===== config.mk =====
export PLATFORM = sky130hd
export DESIGN_NAME = safety_input_monitor
export DESIGN_NICKNAME = d
export VERILOG_FILES = /design/src/input_monitor_pkg.sv /design/src/line_bus_if.sv /design/src/line_debounce.sv /design/src/safety_input_monitor.sv
export SDC_FILE = /design/constraint.sdc
export NUM_CORES = 1
export LEC_CHECK = 0
export ABC_AREA = 0
export BUFFER_PORTS_ARGS = -buffer_cell sky130_fd_sc_hd__buf_2
export CORE_ASPECT_RATIO = 1.1
export CORE_MARGIN = 2
export CORE_UTILIZATION = 27
export CTS_CLUSTER_DIAMETER = 80
export DETAILED_ROUTE_END_ITERATION = 16
export SLEW_MARGIN = 20
export SYNTH_ARGS = -nofsm -noshare
export SYNTH_HDL_FRONTEND = slang
export SYNTH_HIERARCHICAL = 1
export SYNTH_SLANG_ARGS = --single-unit

===== constraint.sdc =====
create_clock -name ref_clk -period 2.99 [get_ports ref_clk]
set_input_delay 0.4485 -clock ref_clk [delete_from_list [all_inputs] [get_ports ref_clk]]
set_output_delay 0.4485 -clock ref_clk [all_outputs]
set_load 0.1 [all_outputs]

===== src/input_monitor_pkg.sv =====
// Constants and types shared by the dual-channel safety input monitor.
package input_monitor_pkg;

    // Clock and millisecond tick timing.
    localparam int CLK_PERIOD_NS = 25;
    localparam int MS_NS = 1000000;
    localparam int MS_TICK_CYCLES = MS_NS / CLK_PERIOD_NS;
    localparam int TICK_W = 16;

    // Window timer width in milliseconds, enough for three seconds.
    localparam int WIN_W = 12;
    localparam int MS_PER_S = 1000;
    localparam int SIM_CH_S = 3;
    localparam int PAIR_MS = 400;
    localparam int PAIR_2H_MS = 150;
    localparam int CONC_PAIR_S = 3;
    localparam logic [WIN_W-1:0] WIN_CH_MS = WIN_W'(SIM_CH_S * MS_PER_S);
    // Half a second between channels for two-hand control.
    localparam logic [WIN_W-1:0] WIN_CH_2H_MS = WIN_W'(MS_PER_S / 2);
    localparam logic [WIN_W-1:0] WIN_PAIR_MS = WIN_W'(PAIR_MS);
    localparam logic [WIN_W-1:0] WIN_PAIR_2H_MS = WIN_W'(PAIR_2H_MS);
    localparam logic [WIN_W-1:0] WIN_PAIR_CONC_MS =
        WIN_W'(CONC_PAIR_S * MS_PER_S);

    // Debounce ranges in milliseconds.
    localparam int DEB_W = 9;
    localparam logic [DEB_W-1:0] C2O_MIN_MS = 9'h006;
    localparam logic [DEB_W-1:0] C2O_MAX_MS = 9'h064;
    localparam logic [DEB_W-1:0] C2O_DEF_MS = 9'h006;
    localparam logic [DEB_W-1:0] O2C_MIN_MS = 9'h00a;
    localparam logic [DEB_W-1:0] O2C_MAX_MS = 9'h1f4;
    localparam logic [DEB_W-1:0] O2C_DEF_MS = 9'h032;

    // Input terminals and logical lines.
    localparam int N_LINES = 4;
    localparam int SEL_W = 2;

    // Circuit types handled by the monitor.
    typedef enum logic [1:0] {
        CIRC_DUAL,
        CIRC_COMPL,
        CIRC_DOUBLE,
        CIRC_MAT
    } circuit_t;

endpackage


===== src/line_bus_if.sv =====
// Carrier for debounced input lines and the millisecond tick.
`timescale 1ns/10ps
`default_nettype none
interface line_bus_if;
    import input_monitor_pkg::*;

    logic [N_LINES-1:0] level; // Debounced logical line levels.
    logic ms_tick; // One-cycle pulse every millisecond.

    modport filter (output level, input ms_tick);
    modport monitor (input level, output ms_tick);
endinterface
`default_nettype wire


===== src/line_debounce.sv =====
// Terminal routing and per-line debounce filter.
`timescale 1ns/10ps
`default_nettype none
module line_debounce
    import input_monitor_pkg::*;
(
    input wire logic ref_clk,
    input wire logic reset_n,
    input wire logic [N_LINES-1:0] term_in,
    input wire logic [N_LINES*SEL_W-1:0] term_map,
    input wire logic [DEB_W-1:0] c2o_ms,
    input wire logic [DEB_W-1:0] o2c_ms,
    line_bus_if.filter lines
);

    // Configured times are clamped so an out-of-range value stays safe.
    logic [DEB_W-1:0] c2o_lim; // Effective closed-to-open time.
    logic [DEB_W-1:0] o2c_lim; // Effective open-to-closed time.

    // Clamp the configured debounce times into their legal ranges.
    always_comb begin
        if (c2o_ms < C2O_MIN_MS) begin
            c2o_lim = C2O_MIN_MS; // see RULE_14
        end else if (c2o_ms > C2O_MAX_MS) begin
            c2o_lim = C2O_MAX_MS;
        end else begin
            c2o_lim = c2o_ms;
        end
        if (o2c_ms < O2C_MIN_MS) begin
            o2c_lim = O2C_MIN_MS; // see RULE_15
        end else if (o2c_ms > O2C_MAX_MS) begin
            o2c_lim = O2C_MAX_MS;
        end else begin
            o2c_lim = o2c_ms;
        end
    end

    // A net gathers the per-line levels, so each bit has its own driver.
    wire logic [N_LINES-1:0] lvl_all;

    genvar g;
    generate
        for (g = 0; g < N_LINES; g++) begin : gen_line
            logic raw; // Terminal routed to this logical line.
            logic lvl_q, lvl_d; // Accepted level.
            logic [DEB_W-1:0] cnt_q, cnt_d; // Milliseconds of disagreement.
            logic [DEB_W-1:0] lim; // Time needed for the pending edge.

            // Route the assigned terminal and count a steady new level.
            always_comb begin
                raw = term_in[term_map[g*SEL_W +: SEL_W]]; // see RULE_12
                // A falling edge is closed-to-open, a rising one the reverse.
                lim = lvl_q ? c2o_lim : o2c_lim; // see RULE_14, RULE_15
                lvl_d = lvl_q;
                cnt_d = cnt_q;
                if (raw == lvl_q) begin
                    // Any bounce back restarts the whole debounce time.
                    cnt_d = '0;
                end else if (lines.ms_tick) begin
                    if (cnt_q + 9'h001 >= lim) begin
                        lvl_d = raw;
                        cnt_d = '0;
                    end else begin
                        cnt_d = cnt_q + 9'h001;
                    end
                end
            end

            // Register the line state; lines start low, which reads as Stop for dual and mat circuits only.
            always_ff @(posedge ref_clk) begin
                if (!reset_n) begin
                    lvl_q <= 1'b0;
                    cnt_q <= '0;
                end else begin
                    lvl_q <= lvl_d;
                    cnt_q <= cnt_d;
                end
            end

            assign lvl_all[g] = lvl_q;
        end
    endgenerate

    // Hand the accepted levels to the monitor as one word.
    assign lines.level = lvl_all;

endmodule
`default_nettype wire


===== src/safety_input_monitor.sv =====
// Dual-channel safety input monitor deciding safety output permission.
// Operation
// RULE_01 - Either channel Stop stops dual inputs.
// RULE_02 - Simultaneous dual: both Run within 3 s.
// RULE_03 - Concurrent dual: both Stop, then Run untimed.
// RULE_04 - Doubled input stops on any Stop pair.
// RULE_05 - Simultaneous doubled: contacts within 400/150 ms.
// RULE_06 - Simultaneous doubled: channels within 3/0.5 s.
// RULE_07 - Concurrent doubled: contacts within 3 s only.
// RULE_08 - Mat Stop on short, open, wrong level.
// RULE_09 - Manual reset holds outputs off until reset.
// RULE_10 - Automatic reset resumes when all inputs Run.
// RULE_11 - Transition rule selectable where type permits.
// RULE_12 - Terminal assignment changeable, monitoring follows it.
// RULE_13 - Output on only while all controlling inputs Run.
// RULE_14 - Closed-to-open debounce 6..100 ms, default 6.
// RULE_15 - Open-to-closed debounce 10..500 ms, default 50.
// RULE_16 - Windows timed by millisecond tick from clock.
// RULE_17 - Expired window faults until both channels Stop.
`timescale 1ns/10ps
`default_nettype none
module safety_input_monitor
    import input_monitor_pkg::*;
#(
    parameter int TICK_CYCLES = MS_TICK_CYCLES
) (
    input wire logic ref_clk,
    input wire logic reset_n,
    input wire logic [N_LINES-1:0] term_in,
    input wire logic [N_LINES*SEL_W-1:0] term_map,
    input wire logic [1:0] circuit_type,
    input wire logic input_transition_rule,
    input wire logic two_hand,
    input wire logic manual_reset_mode,
    input wire logic reset_request,
    input wire logic others_run,
    input wire logic [DEB_W-1:0] c2o_ms,
    input wire logic [DEB_W-1:0] o2c_ms,
    output logic safety_out_on,
    output logic input_run,
    output logic input_fault
);

    typedef enum logic [1:0] {
        ST_WAIT_STOP,
        ST_ARMED,
        ST_RUN,
        ST_FAULT
    } mon_state_t;

    line_bus_if lines ();

    // Terminal routing and debounce sit in their own module.
    line_debounce u_debounce (
        .ref_clk (ref_clk),
        .reset_n (reset_n),
        .term_in (term_in),
        .term_map (term_map),
        .c2o_ms (c2o_ms),
        .o2c_ms (o2c_ms),
        .lines (lines)
    );

    // Advance a window timer: hold at zero until started, then count ticks.
    function automatic logic [WIN_W-1:0] win_next(
        input logic [WIN_W-1:0] cnt,
        input logic started,
        input logic tick
    );
        logic [WIN_W-1:0] nxt;
        nxt = cnt;
        if (!started) begin
            nxt = '0;
        end else if (tick && cnt != {WIN_W{1'b1}}) begin
            nxt = cnt + 12'h001;
        end
        return nxt;
    endfunction

    logic [TICK_W-1:0] div_q, div_d; // Millisecond divider.
    logic tick; // One-cycle millisecond pulse.

    // Derive the millisecond tick from the system clock.
    always_comb begin
        tick = (div_q == TICK_W'(TICK_CYCLES - 1)); // see RULE_16
        div_d = tick ? '0 : div_q + 16'h0001;
    end

    always_ff @(posedge ref_clk) begin
        if (!reset_n) begin
            div_q <= '0;
        end else begin
            div_q <= div_d;
        end
    end

    assign lines.ms_tick = tick;

    circuit_t circ; // Configured circuit type.
    logic conc; // Effective concurrent checking.
    logic a0, a1, b0, b1; // Debounced lines; only b1 is inverted to its Run sense.
    logic a_run, b_run; // Channel fully in Run.
    logic a_any, b_any; // Channel has started toward Run.
    logic both_run, all_stop;

    // Decode the debounced lines into contact and channel Run states.
    always_comb begin
        circ = circuit_t'(circuit_type);
        // Two-hand control only allows simultaneous checking.
        conc = input_transition_rule && !two_hand; // see RULE_11
        a0 = lines.level[0];
        a1 = lines.level[1];
        b0 = lines.level[2];
        b1 = !lines.level[3];
        a_run = a0;
        b_run = a1;
        a_any = a_run;
        b_any = b_run;
        case (circ)
            CIRC_DUAL: begin
                a_run = a0; // see RULE_01
                b_run = a1;
            end
            CIRC_COMPL: begin
                // Second channel is Run while low.
                a_run = a0; // see RULE_01
                b_run = !a1;
            end
            CIRC_DOUBLE: begin
                // Pair A is lines 0/1, pair B lines 2/3, second of each low.
                a_run = a0 && !a1; // see RULE_04
                b_run = b0 && b1;
                a_any = a0 || !a1;
                b_any = b0 || b1;
            end
            CIRC_MAT: begin
                // Run needs line 0 low and line 1 high; a short, open wire
                // or either wrong level reads as Stop.
                a_run = !a0 && a1; // see RULE_08
                b_run = a_run;
            end
            default: begin
                a_run = 1'b0;
                b_run = 1'b0;
            end
        endcase
        if (circ != CIRC_DOUBLE) begin
            a_any = a_run;
            b_any = b_run;
        end
        both_run = a_run && b_run;
        all_stop = !a_any && !b_any;
    end

    mon_state_t st_q, st_d;
    logic [WIN_W-1:0] t_ch_q, t_ch_d; // Between-channel window.
    logic [WIN_W-1:0] t_a_q, t_a_d; // Within channel A window.
    logic [WIN_W-1:0] t_b_q, t_b_d; // Within channel B window.
    logic [WIN_W-1:0] lim_ch, lim_pair;
    logic ch_late, pair_late;
    logic latch_q, latch_d; // Manual reset still owed.
    logic out_q, out_d;

    // Window checking and the Stop/Run sequence.
    always_comb begin
        lim_ch = two_hand ? WIN_CH_2H_MS : WIN_CH_MS; // see RULE_06
        lim_pair = two_hand ? WIN_PAIR_2H_MS : WIN_PAIR_MS; // see RULE_05
        if (conc) begin
            lim_pair = WIN_PAIR_CONC_MS; // see RULE_07
        end
        // Counting restarts with the first transition toward Run.
        t_ch_d = win_next(t_ch_q, st_q == ST_ARMED && (a_any || b_any),
                          tick); // see RULE_16
        t_a_d = win_next(t_a_q, st_q == ST_ARMED && a_any, tick);
        t_b_d = win_next(t_b_q, st_q == ST_ARMED && b_any, tick);
        // Concurrent and mat circuits have no channel simultaneity.
        ch_late = !conc && circ != CIRC_MAT && !both_run &&
                  t_ch_q >= lim_ch; // see RULE_02, RULE_06
        pair_late = circ == CIRC_DOUBLE &&
                    ((!a_run && t_a_q >= lim_pair) ||
                     (!b_run && t_b_q >= lim_pair)); // see RULE_05, RULE_07
        st_d = st_q;
        case (st_q)
            ST_WAIT_STOP: begin
                // Both channels must be seen in Stop before arming.
                if (all_stop) begin
                    st_d = ST_ARMED; // see RULE_02, RULE_03
                end
            end
            ST_ARMED: begin
                if (ch_late || pair_late) begin
                    st_d = ST_FAULT; // see RULE_17
                end else if (both_run) begin
                    st_d = ST_RUN; // see RULE_03
                end
            end
            ST_RUN: begin
                // Any channel or contact pair in Stop ends Run at once.
                if (!both_run) begin
                    st_d = ST_WAIT_STOP; // see RULE_01, RULE_04
                end
            end
            ST_FAULT: begin
                if (all_stop) begin
                    st_d = ST_ARMED; // see RULE_17
                end
            end
            default: begin
                st_d = ST_WAIT_STOP;
            end
        endcase
    end

    // Manual reset latch and the output decision.
    always_comb begin
        latch_d = latch_q;
        if (!manual_reset_mode) begin
            latch_d = 1'b0; // see RULE_10
        end else if (st_q != ST_RUN) begin
            latch_d = 1'b1; // see RULE_09
        end else if (reset_request) begin
            // A reset only counts while the input is back in Run.
            latch_d = 1'b0; // see RULE_09
        end
        out_d = st_q == ST_RUN && both_run && !latch_q &&
                others_run; // see RULE_10, RULE_13
    end

    // Register the sequence, timers, latch and output.
    always_ff @(posedge ref_clk) begin
        if (!reset_n) begin
            st_q <= ST_WAIT_STOP;
            t_ch_q <= '0;
            t_a_q <= '0;
            t_b_q <= '0;
            latch_q <= 1'b1;
            out_q <= 1'b0;
        end else begin
            st_q <= st_d;
            t_ch_q <= t_ch_d;
            t_a_q <= t_a_d;
            t_b_q <= t_b_d;
            latch_q <= latch_d;
            out_q <= out_d;
        end
    end

    assign safety_out_on = out_q;
    assign input_run = st_q == ST_RUN;
    assign input_fault = st_q == ST_FAULT;

endmodule
`default_nettype wire


==> flow_metrics.py <==
metrics = {
    "logic_synthesis": {
        "syn_area_per_cell_um2": 7.87,
        "yosysMostFrequentCell": "nand2_1",
        "synth_top_cell_area_share": 0.288,
        "synth_common_cells": "117 x nand2_1, 96 x dfxtp_1, 77 x nor2_1",
        "synth.distinct_cells": 56,
        "synth_area_um2": 6680,
        "synth_warnings": 6,
        "yosysTopAreaCell": "dfxtp_1",
        "synth_nets": 955,
        "synth-seq-cells": 96,
        "synth_area_leaders": "dfxtp_1 29%, ha_1 13%, nand2_1 6.6%",
        "synth-edff-count": 0,
        "ys_seq_area_frac": 0.288,
        "async_reset_ff_frac": 0,
        "synth_cells": 848,
        "synthFlopType": "dfxtp_1",
    },
    "detailed_routing": {
        "dr.pass1.iters": 4,
        "drcViolationCount": 0,
        "drtIter0Drc": 285,
        "drt-total-wl_um": 15000,
        "detail_route.wl_per_cell_um": 12.5,
        "avgViaCountPerCell": 4.92,
        "ant_nets": 0,
        "num_vias": 5915,
    },
    "floorplan": {
        "ios": 42,
        "dieArea_um2": 26000,
        "die_h_um": 169,
        "start_util": 0.274,
        "fp.dieW_um": 154,
        "coreArea_um2": 24400,
        "rows": 60,
    },
    "power_and_ir_drop": {
        "power_density_nw_per_um2": 367,
        "finalPower_uw": 2780,
        "irDropWorstVdd_v": 0.000223,
        "leakage_uw": 0.00287,
    },
    "setup_path": {
        "rr_startpoint": "u_debounce/gen_line[2].cnt_q[1]",
        "worstPathArrival_ns": 2.96,
        "cp_data_required_time_ns": 3.27,
        "startpoint": "u_debounce/gen_line[2].cnt_q[1]",
        "worst_setup_path_start_kind": "flip-flop",
        "crit_fanout": 14,
        "criticalPathCategory": "flip-flop to flip-flop",
        "end_kind": "flip-flop",
    },
    "placed_design": {
        "dp_slack_ns": 0.0158,
        "place.gp.congestion": 0.780,
        "dpl.cell_count": 1185,
        "dp_hpwl_um": 11100,
        "io_buffer_count": 41,
    },
    "sta": {
        "relSlewSlack": 0.399,
        "setup_ws_ns": 0.306,
        "max_freq_mhz": 373,
        "skew_ns": 0.0131,
        "slew_viol_final": 0,
        "hold_violations": 0,
        "tns_ns": 0,
        "rsz0062_at_grt": "no",
        "min_period_over_period": 0.898,
        "tightest_slew_ns": 0.895,
        "period_needed_ns": 2.68,
        "setup_violations": 0,
    },
    "clock_tree": {
        "clkLatencyLatePin_ns": 0.35,
        "clkTransAtPathRegs_ns": 0.07,
        "cts_buffers": 9,
        "cts-htree-levels": 3,
        "post_cts_resized": 0,
        "cts.sinks": 96,
        "cts_buffer_depth": 2,
        "cts_tree": "built",
        "cts_hold_buf": 0,
        "cts_setup_buffers": 0,
        "root_buffer": "clkbuf_16",
    },
    "grt": {
        "grt_pass1_wl_um": 25400,
        "antenna_found_initial": 0,
        "grt_max_degree": 29,
        "grt_overflow": 0,
        "grt.total_usage": 0.118,
        "grt_pass1_vias": 5315,
    },
    "finish": {
        "drive_above_1_share": 0.0975,
        "areaGrowthSynthToFinish_pct": 13.4,
        "fin_nets": 994,
        "multi_input_area_um2": 4510,
        "seqCellArea_um2": 1920,
        "fillerInstances": 2590,
        "num_antenna_cells": 0,
        "layoutNonFillerInstCount": 1202,
    },
    "worst_hold_path": {
        "hold_class": "input pin to flip-flop",
        "worstHoldStart": "manual_reset_mode",
    },
    "flow_run": {
        "maxCapViolCount": 0,
    },
    "status": {
        "outcome": "complete, no violations",
    },
}
worst paths after layout:
kind,slack [ns],end,cells after the start
worst max-delay path,0.31,u_debounce/gen_line[2].cnt_q[2],11
worst min register to register,0.43,safety_out_on,1
worst max register to register,0.31,u_debounce/gen_line[2].cnt_q[2],11
worst min-delay path,0.30,latch_q,3
cells by family after synthesis:
kind of cell / Yosys count / synth area share
flip-flops: 96 / 0.288
adder cells (fa/ha/maj): 68 / 0.127
multiplexers: 18 / 0.0345
XOR/XNOR: 71 / 0.0931
buffers and inverters: 57 / 0.0369
AND/OR/NAND/NOR: 375 / 0.272
AO/OA/AOI/OAI: 163 / 0.148
per-layer routing:
layer | vias to the layer above | GRT usage | share of wire
li1 | 3105 | - | -
met1 | 2717 | 0.153 | 0.49
met2 | 87 | 0.201 | 0.46
met3 | 6 | 0.0248 | 0.041
met4 | 0 | 0.0276 | 0.0084
met5 | - | 0 | 0
metrics by stage:
step,hold slack [ns],utilization,area [um2]
finish,0.300,0.310,7570
global route,0.299,0.310,7570
CTS,0.289,0.310,7550
detailed placement,0.427,0.298,7260
global placement,0.409,0.298,7260
floorplan,0.397,-,6680
state kept, by name, summed over array words and instances, names as in the netlist, 2 cells and up:
signal,cells
u_debounce/gen_line.cnt_q,36
div_q,16
t_a_q,12
t_b_q,12
t_ch_q,12
u_debounce/gen_line.lvl_q,4
st_q,2
cell usage in the layout (no fill, tap or decap), drive strengths merged, types with 15 or more instances in the layout:
master	n
buf	62
nor2	77
nand4	15
nand2	117
a21oi	60
nand3	60
dfxtp	96
ha	68
xnor2	26
nor3	27
inv	24
xor2	45
o21ai	45
a31oi	15
layout make-up:
class / count / share of cell area
clock buffers: 10 / 0.0316
well taps: 310 / 0.0512
flip-flops and latches: 96 / 0.254
inverters: 23 / 0.0114
repair buffers: 62 / 0.0496
clock inverters: 6 / 0.00694
multi-input cells: 695 / 0.596
critical path, cell delays in order, from the launching register on:
cell and delay, ns:
dfxtp_1 0.35, ha_1 0.22, nand3_1 0.14, nor3_1 0.27, xor2_1 0.22, ha_1 0.27, and4_1 0.22, a221o_1 0.38
a21oi_4 0.14, buf_12 0.15, nand4b_1 0.09, a31oi_1 0.16
where the power goes:
group	switching (uW)	total, uW	internal, uW
logic	213	337	125
clock network	533	1130	599
registers	17.8	1310	1290
total	763	2780	2020
Power figures use the tool's default switching activity.
